`src/hw/dacp_pkg.sv`:
```
package dacp_pkg;

  // Clock rate and conversion timing.
  localparam int CLK_MHZ = 125;
  localparam int T_CONV_CH_NS = 750;
  localparam int T_ACQ_NS = 250;
  localparam logic [15:0] CONV_CH_CYC = 16'((T_CONV_CH_NS * CLK_MHZ + 999) / 1000);
  localparam logic [15:0] ACQ_CYC = 16'((T_ACQ_NS * CLK_MHZ + 999) / 1000);

  // Result codes at the ends of the range.
  localparam logic [15:0] CODE_MAX = 16'hffff;
  localparam logic [15:0] CODE_MIN = 16'h0000;

  // Serial frame length and its bit pointer.
  localparam logic [5:0] SER_BITS = 6'h20;
  localparam logic [5:0] SER_IDX_RST = 6'h00;

  typedef enum logic [3:0] {
    ST_IDLE = 4'h1,
    ST_CONV_A = 4'h2,
    ST_CONV_B = 4'h4,
    ST_ACQ = 4'h8
  } dacp_state_t;

  // Pins from the far side, all outside the clock domain.
  typedef struct packed {
    logic convert_request_n;
    logic cs_n;
    logic rd_n;
    logic serial_clk;
    logic reset_pin;
    logic power_down;
    logic impulse_mode;
    logic interface_style_select;
    logic byte_order_swap;
    logic chan_a_select;
    logic input_pair_select;
  } dacp_pins_t;

  localparam dacp_pins_t PINS_RST = '{
    convert_request_n: 1'b1, cs_n: 1'b1, rd_n: 1'b1, serial_clk: 1'b0,
    reset_pin: 1'b0, power_down: 1'b0, impulse_mode: 1'b0,
    interface_style_select: 1'b0, byte_order_swap: 1'b0,
    chan_a_select: 1'b1, input_pair_select: 1'b0};

endpackage

```
`src/hw/dacp_top.sv`:
```
// How it works
// - A convert request fall starts a conversion that then ignores requests and power-down.
// - Convert requests act regardless of chip-select and read-enable.
// - Impulse mode with request held low self-times acquisition and restarts conversion.
// - Request kept low in impulse mode keeps conversions running back to back.
// - Normal mode never restarts by itself; each conversion needs a request.
// - Impulse mode powers the core down after conversion, interface stays alive.
// - Outputs are high impedance whenever chip-select or read-enable is high.
// - Reset input high abandons conversion and floats the data bus.
// - Style select low gives parallel bus, high gives serial output.
// - Chip-select and read-enable tied low drive the bus continuously.
// - Byte swap low puts low byte on D[7:0], high exchanges bytes.
// - Parallel mode: channel select high shows first channel, low the second.
// - First channel result is readable in parallel once its conversion ends.
// - Serial data updates only after the second channel finishes.
// - Serial mode shifts 32 bits out, MSB first, one per serial clock.
// - Channel select high sends first channel first, low sends second first.
// - Pair select low samples first pair, high second; followed in idle and acquisition, held during conversion.
// - The first channel is always converted before the second.
// - Results are straight binary, clamped to 0xFFFF and 0x0000.
// - Busy is high during conversion, low once both channels are done.
`timescale 1ns/10ps
`default_nettype none

module dacp_top
  import dacp_pkg::*;
(
  // Clock and reset.
  input wire logic sys_clk,
  input wire logic rst_b,
  // Pins from the host.
  input wire dacp_pins_t pins_in,
  // Raw codes from the converter core, wider than the result.
  input wire logic signed [17:0] core_code_a,
  input wire logic signed [17:0] core_code_b,
  // Status and core control.
  output logic busy,
  output logic [1:0] conv_phase,
  output logic core_power_on,
  output logic mux_pair,
  // Data bus, serial output shares it.
  output logic [15:0] data_out,
  output logic data_oe,
  output logic serial_result_out,
  output logic serial_oe
);

  dacp_pins_t s1_ff, s2_ff, s3_ff, pf_ff, nxt_pf;
  logic cnv_prev_ff, sclk_prev_ff;
  dacp_state_t st_ff, nxt_st;
  logic [15:0] cnt_ff, nxt_cnt;
  logic [15:0] par_a_ff, par_b_ff, ser_a_ff, ser_b_ff;
  logic [15:0] nxt_par_a, nxt_par_b, nxt_ser_a, nxt_ser_b;
  logic [5:0] ser_idx_ff, nxt_ser_idx;
  logic busy_ff, nxt_busy, pwr_ff, nxt_pwr, pair_ff, nxt_pair;
  logic [1:0] phase_ff, nxt_phase;
  logic [15:0] dout_ff, nxt_dout;
  logic doe_ff, nxt_doe, sout_ff, nxt_sout, soe_ff, nxt_soe;
  logic cnv_fall, sclk_rise, cnt_done, rd_en;
  logic [31:0] ser_word;
  logic [15:0] par_word;

  function automatic logic [15:0] clamp(input logic signed [17:0] code);
    if (code < 18'sh00000)
      clamp = CODE_MIN;
    else if (code > 18'sh0ffff)
      clamp = CODE_MAX;
    else
      clamp = code[15:0];
  endfunction

  // A bit changes only once the second and third stages agree.
  always_comb
  begin
    nxt_pf = dacp_pins_t'((s2_ff & s3_ff) | (pf_ff & (s2_ff | s3_ff)));
  end

  always_ff @(posedge sys_clk)
  begin
    if (!rst_b)
    begin
      s1_ff <= PINS_RST;
      s2_ff <= PINS_RST;
      s3_ff <= PINS_RST;
      pf_ff <= PINS_RST;
      cnv_prev_ff <= 1'b1;
      sclk_prev_ff <= 1'b0;
    end
    else
    begin
      s1_ff <= pins_in;
      s2_ff <= s1_ff;
      s3_ff <= s2_ff;
      pf_ff <= nxt_pf;
      cnv_prev_ff <= pf_ff.convert_request_n;
      sclk_prev_ff <= pf_ff.serial_clk;
    end
  end

  // Chip-select and read-enable play no part in starting conversions.
  assign cnv_fall = cnv_prev_ff && !pf_ff.convert_request_n;
  assign sclk_rise = !sclk_prev_ff && pf_ff.serial_clk;
  assign cnt_done = (cnt_ff == 16'h0001);
  assign rd_en = !pf_ff.cs_n && !pf_ff.rd_n && !pf_ff.reset_pin;

  // Conversion sequencer.
  always_comb
  begin
    nxt_st = st_ff;
    nxt_cnt = cnt_ff;
    nxt_par_a = par_a_ff;
    nxt_par_b = par_b_ff;
    nxt_ser_a = ser_a_ff;
    nxt_ser_b = ser_b_ff;
    nxt_pair = pair_ff;
    case (st_ff)
      ST_IDLE:
      begin
        nxt_pair = pf_ff.input_pair_select;
        if (!pf_ff.power_down && cnv_fall)
        begin
          nxt_st = ST_CONV_A;
          nxt_cnt = CONV_CH_CYC;
        end
        else if (!pf_ff.power_down && pf_ff.impulse_mode && !pf_ff.convert_request_n)
        begin
          nxt_st = ST_ACQ;
          nxt_cnt = ACQ_CYC;
        end
      end
      ST_CONV_A:
      begin
        nxt_cnt = cnt_ff - 16'h0001;
        if (cnt_done)
        begin
          nxt_par_a = clamp(core_code_a);
          nxt_st = ST_CONV_B;
          nxt_cnt = CONV_CH_CYC;
        end
      end
      ST_CONV_B:
      begin
        nxt_cnt = cnt_ff - 16'h0001;
        if (cnt_done)
        begin
          nxt_par_b = clamp(core_code_b);
          nxt_ser_a = par_a_ff;
          nxt_ser_b = clamp(core_code_b);
          if (pf_ff.impulse_mode && !pf_ff.convert_request_n)
          begin
            nxt_st = ST_ACQ;
            nxt_cnt = ACQ_CYC;
          end
          else
            nxt_st = ST_IDLE;
        end
      end
      ST_ACQ:
      begin
        nxt_pair = pf_ff.input_pair_select;
        nxt_cnt = cnt_ff - 16'h0001;
        if (pf_ff.convert_request_n || pf_ff.power_down || !pf_ff.impulse_mode)
          nxt_st = ST_IDLE;
        else if (cnt_done)
        begin
          nxt_st = ST_CONV_A;
          nxt_cnt = CONV_CH_CYC;
        end
      end
      default:
        nxt_st = ST_IDLE;
    endcase
    // The reset pin abandons whatever is running.
    if (pf_ff.reset_pin)
    begin
      nxt_st = ST_IDLE;
      nxt_cnt = 16'h0000;
    end
    nxt_busy = (nxt_st == ST_CONV_A) || (nxt_st == ST_CONV_B);
    nxt_phase = {nxt_st == ST_CONV_B, nxt_st == ST_CONV_A};
    // In impulse mode the core sleeps outside conversion; logic keeps running.
    if (nxt_busy)
      nxt_pwr = 1'b1;
    else
      nxt_pwr = !pf_ff.impulse_mode && !pf_ff.power_down;
  end

  always_ff @(posedge sys_clk)
  begin
    if (!rst_b)
    begin
      st_ff <= ST_IDLE;
      cnt_ff <= 16'h0000;
      par_a_ff <= CODE_MIN;
      par_b_ff <= CODE_MIN;
      ser_a_ff <= CODE_MIN;
      ser_b_ff <= CODE_MIN;
      pair_ff <= 1'b0;
      busy_ff <= 1'b0;
      phase_ff <= 2'h0;
      pwr_ff <= 1'b0;
    end
    else
    begin
      st_ff <= nxt_st;
      cnt_ff <= nxt_cnt;
      par_a_ff <= nxt_par_a;
      par_b_ff <= nxt_par_b;
      ser_a_ff <= nxt_ser_a;
      ser_b_ff <= nxt_ser_b;
      pair_ff <= nxt_pair;
      busy_ff <= nxt_busy;
      phase_ff <= nxt_phase;
      pwr_ff <= nxt_pwr;
    end
  end

  // Readout. The serial pointer rewinds whenever the port is deselected.
  assign ser_word = pf_ff.chan_a_select ? {ser_a_ff, ser_b_ff} : {ser_b_ff, ser_a_ff};
  assign par_word = pf_ff.chan_a_select ? par_a_ff : par_b_ff;

  always_comb
  begin
    nxt_ser_idx = ser_idx_ff;
    if (!rd_en || !pf_ff.interface_style_select)
      nxt_ser_idx = SER_IDX_RST;
    else if (sclk_rise && ser_idx_ff != SER_BITS)
      nxt_ser_idx = ser_idx_ff + 6'h01;
    nxt_dout = 16'h0000;
    nxt_sout = 1'b0;
    if (ser_idx_ff != SER_BITS)
      nxt_sout = ser_word[5'(6'h1f - ser_idx_ff)];
    if (pf_ff.byte_order_swap)
      nxt_dout = {par_word[7:0], par_word[15:8]};
    else
      nxt_dout = par_word;
    nxt_doe = rd_en && !pf_ff.interface_style_select;
    nxt_soe = rd_en && pf_ff.interface_style_select;
  end

  always_ff @(posedge sys_clk)
  begin
    if (!rst_b)
    begin
      ser_idx_ff <= SER_IDX_RST;
      dout_ff <= 16'h0000;
      sout_ff <= 1'b0;
      doe_ff <= 1'b0;
      soe_ff <= 1'b0;
    end
    else
    begin
      ser_idx_ff <= nxt_ser_idx;
      dout_ff <= nxt_dout;
      sout_ff <= nxt_sout;
      doe_ff <= nxt_doe;
      soe_ff <= nxt_soe;
    end
  end

  assign busy = busy_ff;
  assign conv_phase = phase_ff;
  assign core_power_on = pwr_ff;
  assign mux_pair = pair_ff;
  assign data_out = dout_ff;
  assign data_oe = doe_ff;
  assign serial_result_out = sout_ff;
  assign serial_oe = soe_ff;
endmodule

`default_nettype wire

```
`config.mk`:
```
export PLATFORM = sky130hd
export DESIGN_NAME = dacp_top
export DESIGN_NICKNAME = d
export VERILOG_FILES = /design/src/hw/dacp_pkg.sv /design/src/hw/dacp_top.sv
export SDC_FILE = /design/constraint.sdc
export NUM_CORES = 1
export LEC_CHECK = 0
export BUFFER_PORTS_ARGS = -buffer_cell sky130_fd_sc_hd__buf_2
export CORE_ASPECT_RATIO = 1.75
export CORE_MARGIN = 5
export CORE_UTILIZATION = 50
export CTS_CLUSTER_DIAMETER = 150
export DETAILED_ROUTE_END_ITERATION = 10
export HOLD_SLACK_MARGIN = 0.06
export PLACE_DENSITY_LB_ADDON = 0.05
export REMOVE_ABC_BUFFERS = 1
export SYNTH_ARGS = -nofsm -noshare
export SYNTH_HDL_FRONTEND = slang
export SYNTH_SLANG_ARGS = --single-unit
```
`constraint.sdc`:
```
create_clock -name sys_clk -period 5.6 [get_ports sys_clk]
set_input_delay 0.28 -clock sys_clk [delete_from_list [all_inputs] [get_ports sys_clk]]
set_output_delay 0.28 -clock sys_clk [all_outputs]
set_load 0.02 [all_outputs]
```
-- Yosys cells after proc, flatten, opt, wreduce, memory -nomap -nowiden
Cells that the tools add are included.
- flip-flop bits (word level): 144
- input port bits: 49
- output and inout bits: 24
- word-level logic and storage cells: 141
- $add $sub $neg: 3
- magnitude comparators: 5
- equality and inequality tests: 9
- mux-type cells: 26
- bitwise gates (word level): 5
- reductions and logical operators: 33
- operators with widths (kind ; number):
    $mux 16 ; 12
    $pmux 16 s4 ; 1
    $gt 18x17->1 const B ; 2
    $lt 18x1->1 const B ; 2
    $mux 32 ; 1
    $mux 4 ; 8
    $and 11x11->11 ; 2
    $or 11x11->11 ; 2
    $eq 16x1->1 const B ; 1
    $pmux 4 s4 ; 1
    $sub 16x1->16 const B ; 1
    $logic_and 1x1->1 ; 12
    $logic_not 1->1 ; 9
    $eq 4x2->1 const B ; 2
    $eq 4x3->1 const B ; 2
    $reduce_and 2->1 ; 4
    $add 6x1->6 const B ; 1
    $lt 5x6->1 const B ; 1
    $ne 6x6->1 const B ; 1
    $reduce_or 2->1 ; 3
    $bmux 1 s5 ; 1
    $sub 5x5->5 const A ; 1
    $eq 4x1->1 const B ; 1
    $eq 4x4->1 const B ; 1
    5 further kinds ; 9

-- Logic depth before layout (Yosys ltp)
- depth in word-level cells: 10
- gate-level depth with buffers: 9
- gate-level depth less buffers: 6

-- Worst setup path after synthesis
No wires, ideal clock.
- path type: flip-flop to flip-flop
- start point: register ser_idx_ff[1]
- end point: register sout_ff, in the netlist serial_result_out
- setup time: 125 ps
- arrival: 2292 ps
- slack: 3183 ps
- stages on the path, launching flop included: 7
- clock period less this slack: 2417 ps
- path through: dfxtp_1 clkbuf_1 buf_1 mux4_2 mux4_2 a211oi_1 nor3b_1
- cells in the longest elaborated chain, start to end: 3
- elaborated cells between the ends (all ways): 5
- those cells by class: add/sub: 1; eq/ne: 1; mux: 2; reduce/logical: 1
- RTL lines (element ; line ; text):
    from (decl) ; dacp_top.sv:54 ; logic [5:0] ser_idx_ff, nxt_ser_idx;
    from (signal assigned) ; dacp_top.sv:253 ; ser_idx_ff <= nxt_ser_idx;
    $sub 5x5->5 ; dacp_top.sv:232 ; nxt_sout = ser_word[5'(6'h1f - ser_idx_ff)];
    $bmux 1 s5 ; dacp_top.sv:232 ;
    $mux 1 (implied by the code) ; dacp_top.sv:232 ;
    to (signal assigned) ; dacp_top.sv:255 ; sout_ff <= nxt_sout;
    to (decl) ; dacp_top.sv:58 ; logic doe_ff, nxt_doe, sout_ff, nxt_sout, soe_ff, nxt_soe;
Parallel ways exist; a longest one is shown, timed or not. The select of a mux whose other input is x is not followed.
A chain may end at the register's enable or synchronous reset.

-- Worst setup path after layout
- start point: register cnt_ff[6]
- end point: register par_a_ff[3]
- cells in the longest elaborated chain, start to end: 2
- RTL lines (element ; line ; text):
    from (decl) ; dacp_top.sv:51 ; logic [15:0] cnt_ff, nxt_cnt;
    from (signal assigned) ; dacp_top.sv:206 ; cnt_ff <= nxt_cnt;
    $eq 16x1->1 ; dacp_top.sv:103 ; assign cnt_done = (cnt_ff == 16'h0001);
    $reduce_and 2->1 (no source line) ; -- ;
    to (signal assigned) ; dacp_top.sv:207 ; par_a_ff <= nxt_par_a;
    to (decl) ; dacp_top.sv:52 ; logic [15:0] par_a_ff, par_b_ff, ser_a_ff, ser_b_ff;
No other way between the ends.

==> flow_summary.json <==
{
  "synth_commonest_cells": "dfxtp_1, a21oi_1, nand2_1",
  "yosysMostFrequentCell": "dfxtp_1",
  "cellPowerDensity_mw_per_mm2": 299,
  "insertion_delay_ns": 0.42,
  "wl_per_cell_um": 15.4,
  "hp-class": "input pin to flip-flop",
  "end_kind": "flip-flop",
  "power_frac_clock": 0.495,
  "cpMaxStageDelayCell": "nand3_1",
  "synth-async-reset-ratio": 0,
  "synth-seq-area-share": 0.460,
  "path_clk_slew_ns": 0.06,
  "first_global_vias": 5173,
  "power_frac_seq": 0.475,
  "syn_inst": 707,
  "synth_top_area_frac": 0.460,
  "cts_root_buf": "clkbuf_16",
  "rsz0062_at_grt": "no",
  "cp-start-kind": "flip-flop",
  "start_util": 0.506,
  "yosys.area.top_type": "dfxtp_1",
  "drtPass1Iterations": 4,
  "hold_slack_ns": 0.0712,
  "synth-main-ff-cell": "dfxtp_1",
  "htree_levels": 4,
  "dieArea_mm2": 0.0149,
  "row_count": 54,
  "p_total_w": 0.00219,
  "synth-edff-count": 0,
  "postLayoutCoreUtil": 0.592,
  "p_comb_frac": 0.030,
  "critPathMaxStageDelay_ns": 0.93,
  "ctsResizeCount": 0,
  "grt_start_max_net_pins": 74,
  "grt_usage": 0.208,
  "routed_wl_um": 14500,
  "via_count": 5174,
  "dieWidth_um": 94.6,
  "io_pins": 73,
  "fmax_ghz": 0.310,
  "die_h_um": 158,
  "netlist_area_mm2": 0.00626,
  "crit_arrival_ns": 3.56,
  "relSlewSlack": 0.178,
  "gr-total-overflow": 0,
  "finalCriticalPeriod_ns": 3.23,
  "drv_cap": 0,
  "crit_path_cell_trace": "or4_4 > nor4_4 > nand3_1 > or3_1 > a21oi_1",
  "path_max_fanout": 33,
  "synth.distinct_cells": 61,
  "vdd_drop_max_v": 0.000198,
  "clockBufferDepth": 2,
  "final_antenna_net_count": 0,
  "internal-power_w": 0.00169,
  "finalSetupTns_ns": 0,
  "finalSetupViolations": 0,
  "p_sw_frac": 0.230,
  "remaining_drc_errors": 0,
  "power.leakage_nw": 2.67,
  "fin_cells": 942,
  "clock-sinks": 144,
  "yosys_warnings": 0,
  "drive_gt1_frac": 0.180,
  "cp.required_ns": 5.94,
  "hold_viol_final": 0,
  "grt_pass1_wl_um": 24400,
  "drv_slew": 0,
  "areaGrowthSynthToFinish_pct": 16.9,
  "fin_skew_ns": 0.0101,
  "gp_congestion": 0.879,
  "core-area_mm2": 0.0124,
  "fin_crit_sh": 0.576,
  "worstSetupPathType": "flip-flop to flip-flop",
  "post_cts_buffers": 0,
  "dp_hpwl_um": 10200,
  "placed_cells": 901,
  "syn_avg_cell_area_um2": 8.86,
  "antenna_found_initial": 0,
  "final_nets": 813,
  "p_switching_w": 0.000504,
  "tightest_slew_ns": 1.23,
  "vias_per_cell": 5.49,
  "synth_area_leaders": "dfxtp_1, a21oi_1, nand2_1",
  "tritoncts": "built",
  "ys_ff_latch": 144,
  "port_buffers": 72,
  "outcome": "complete, no violations",
  "drtIter0Drc": 150,
  "holdBufCountCts": 8,
  "cts_inserted_buffers": 17
}
per-layer routing:
layer,routed length (µm),vias up,global-route usage
met3,466,24,0.0418
li1,-,2606,-
met2,8280,92,0.394
met1,5490,2452,0.219
met5,0,-,0
met4,308,0,0.0881
through the flow:
step           setup slack (ns)  area, µm²
2_1_floorplan              2.50       6060
3_3_place_gp               2.53       6670
3_5_place_dp               2.35       6670
4_1_cts                    2.28       7320
5_1_grt                    2.05       7320
6_report                   2.37       7320
worst max-delay path, delay by kind of cell, from the launching register on:
kind            cells  cell delay [ns]
simple gates        4             2.60
flops               1             0.36
compound gates      1             0.16
flip-flops by register name (all words and copies together) (netlist names), 2 cells and up:
name	cells
cnt_ff	16
conv_phase	2
data_out	16
par_a_ff	16
pf_ff	11
s1_ff	11
s2_ff	11
s3_ff	11
ser_a_ff	16
ser_b_ff	16
ser_idx_ff	6
st_ff	4
worst paths after layout:
path | start | endpoint | slack [ns] | cells past startpoint
hold reg to reg | s1_ff[1]$_SDFF_PN1_ | s2_ff[1]$_SDFF_PN1_ | 0.41 | 1
setup reg to reg | cnt_ff[6]$_SDFFE_PP0P_ | par_a_ff[3]$_SDFFE_PN0P_ | 2.37 | 5
setup / recovery | cnt_ff[6]$_SDFFE_PP0P_ | par_a_ff[3]$_SDFFE_PN0P_ | 2.37 | 5
hold / removal | pins_in[6] | s1_ff[6]$_SDFF_PN0_ | 0.07 | 2
cell usage in the layout (no fill, tap or decap), types with 3 or more instances in the layout:
cell | synthesis | routed
or3_1 | 35 | 35
o41ai_1 | 4 | 4
o31ai_1 | 9 | 9
nor2_1 | 58 | 58
nand4_1 | 4 | 4
or2_2 | 3 | 3
o211ai_1 | 3 | 3
nand2_1 | 83 | 83
xor2_1 | 3 | 3
inv_6 | 0 | 6
dfxtp_1 | 144 | 143
nor2b_1 | 27 | 27
and2_1 | 25 | 25
o21ai_0 | 17 | 17
a211o_1 | 3 | 3
clkinvlp_4 | 0 | 5
nand2b_1 | 21 | 21
inv_1 | 12 | 11
or4_1 | 7 | 7
dlygate4sd3_1 | 0 | 8
mux4_2 | 13 | 13
o221a_2 | 3 | 3
ha_1 | 4 | 4
a21oi_1 | 84 | 84
a211oi_1 | 35 | 35
clkbuf_16 | 0 | 17
nand3_1 | 5 | 5
xnor2_1 | 8 | 8
buf_2 | 7 | 72
buf_4 | 0 | 4
nor4_1 | 4 | 4
power groups by stage:
stage,Sequential [W],Combinational (W),Clock [W]
after floorplan,0.00106,0.0000258,0
after global placement,0.00106,0.0000612,0
after detailed placement,0.00106,0.0000627,0
after CTS,0.00104,0.0000671,0.00111
after global routing,0.00104,0.0000739,0.00116
final,0.00104,0.0000658,0.00109
area by class of cell:
| type | instances | area, µm² |
|---|---|---|
| Inverter | 12 | 45.0 |
| Antenna cell | 1 | 2.50 |
| Clock buffer | 18 | 429 |
| Tap cell | 168 | 210 |
| Timing Repair Buffer | 84 | 470 |
| Multi-Input combinational cell | 501 | 3140 |
| Clock inverter | 14 | 143 |
| Fill cell | 1145 | 5040 |
| Sequential cell | 144 | 2880 |
logic make-up (layout without fill, tap and decap cells):
| group | count (synthesis) | after routing | synth area share |
|---|---|---|---|
| AO/OA/AOI/OAI | 177 | 177 | 0.179 |
| XOR/XNOR | 11 | 11 | 0.0154 |
| buffers and inverters | 62 | 128 | 0.0386 |
| AND/OR/NAND/NOR | 294 | 294 | 0.249 |
| flip-flops | 144 | 144 | 0.460 |
| other | 0 | 1 | 0 |
| multiplexers | 15 | 15 | 0.0500 |
| adder cells (fa/ha/maj) | 4 | 4 | 0.00799 |
(Power assumes the default switching activity.)
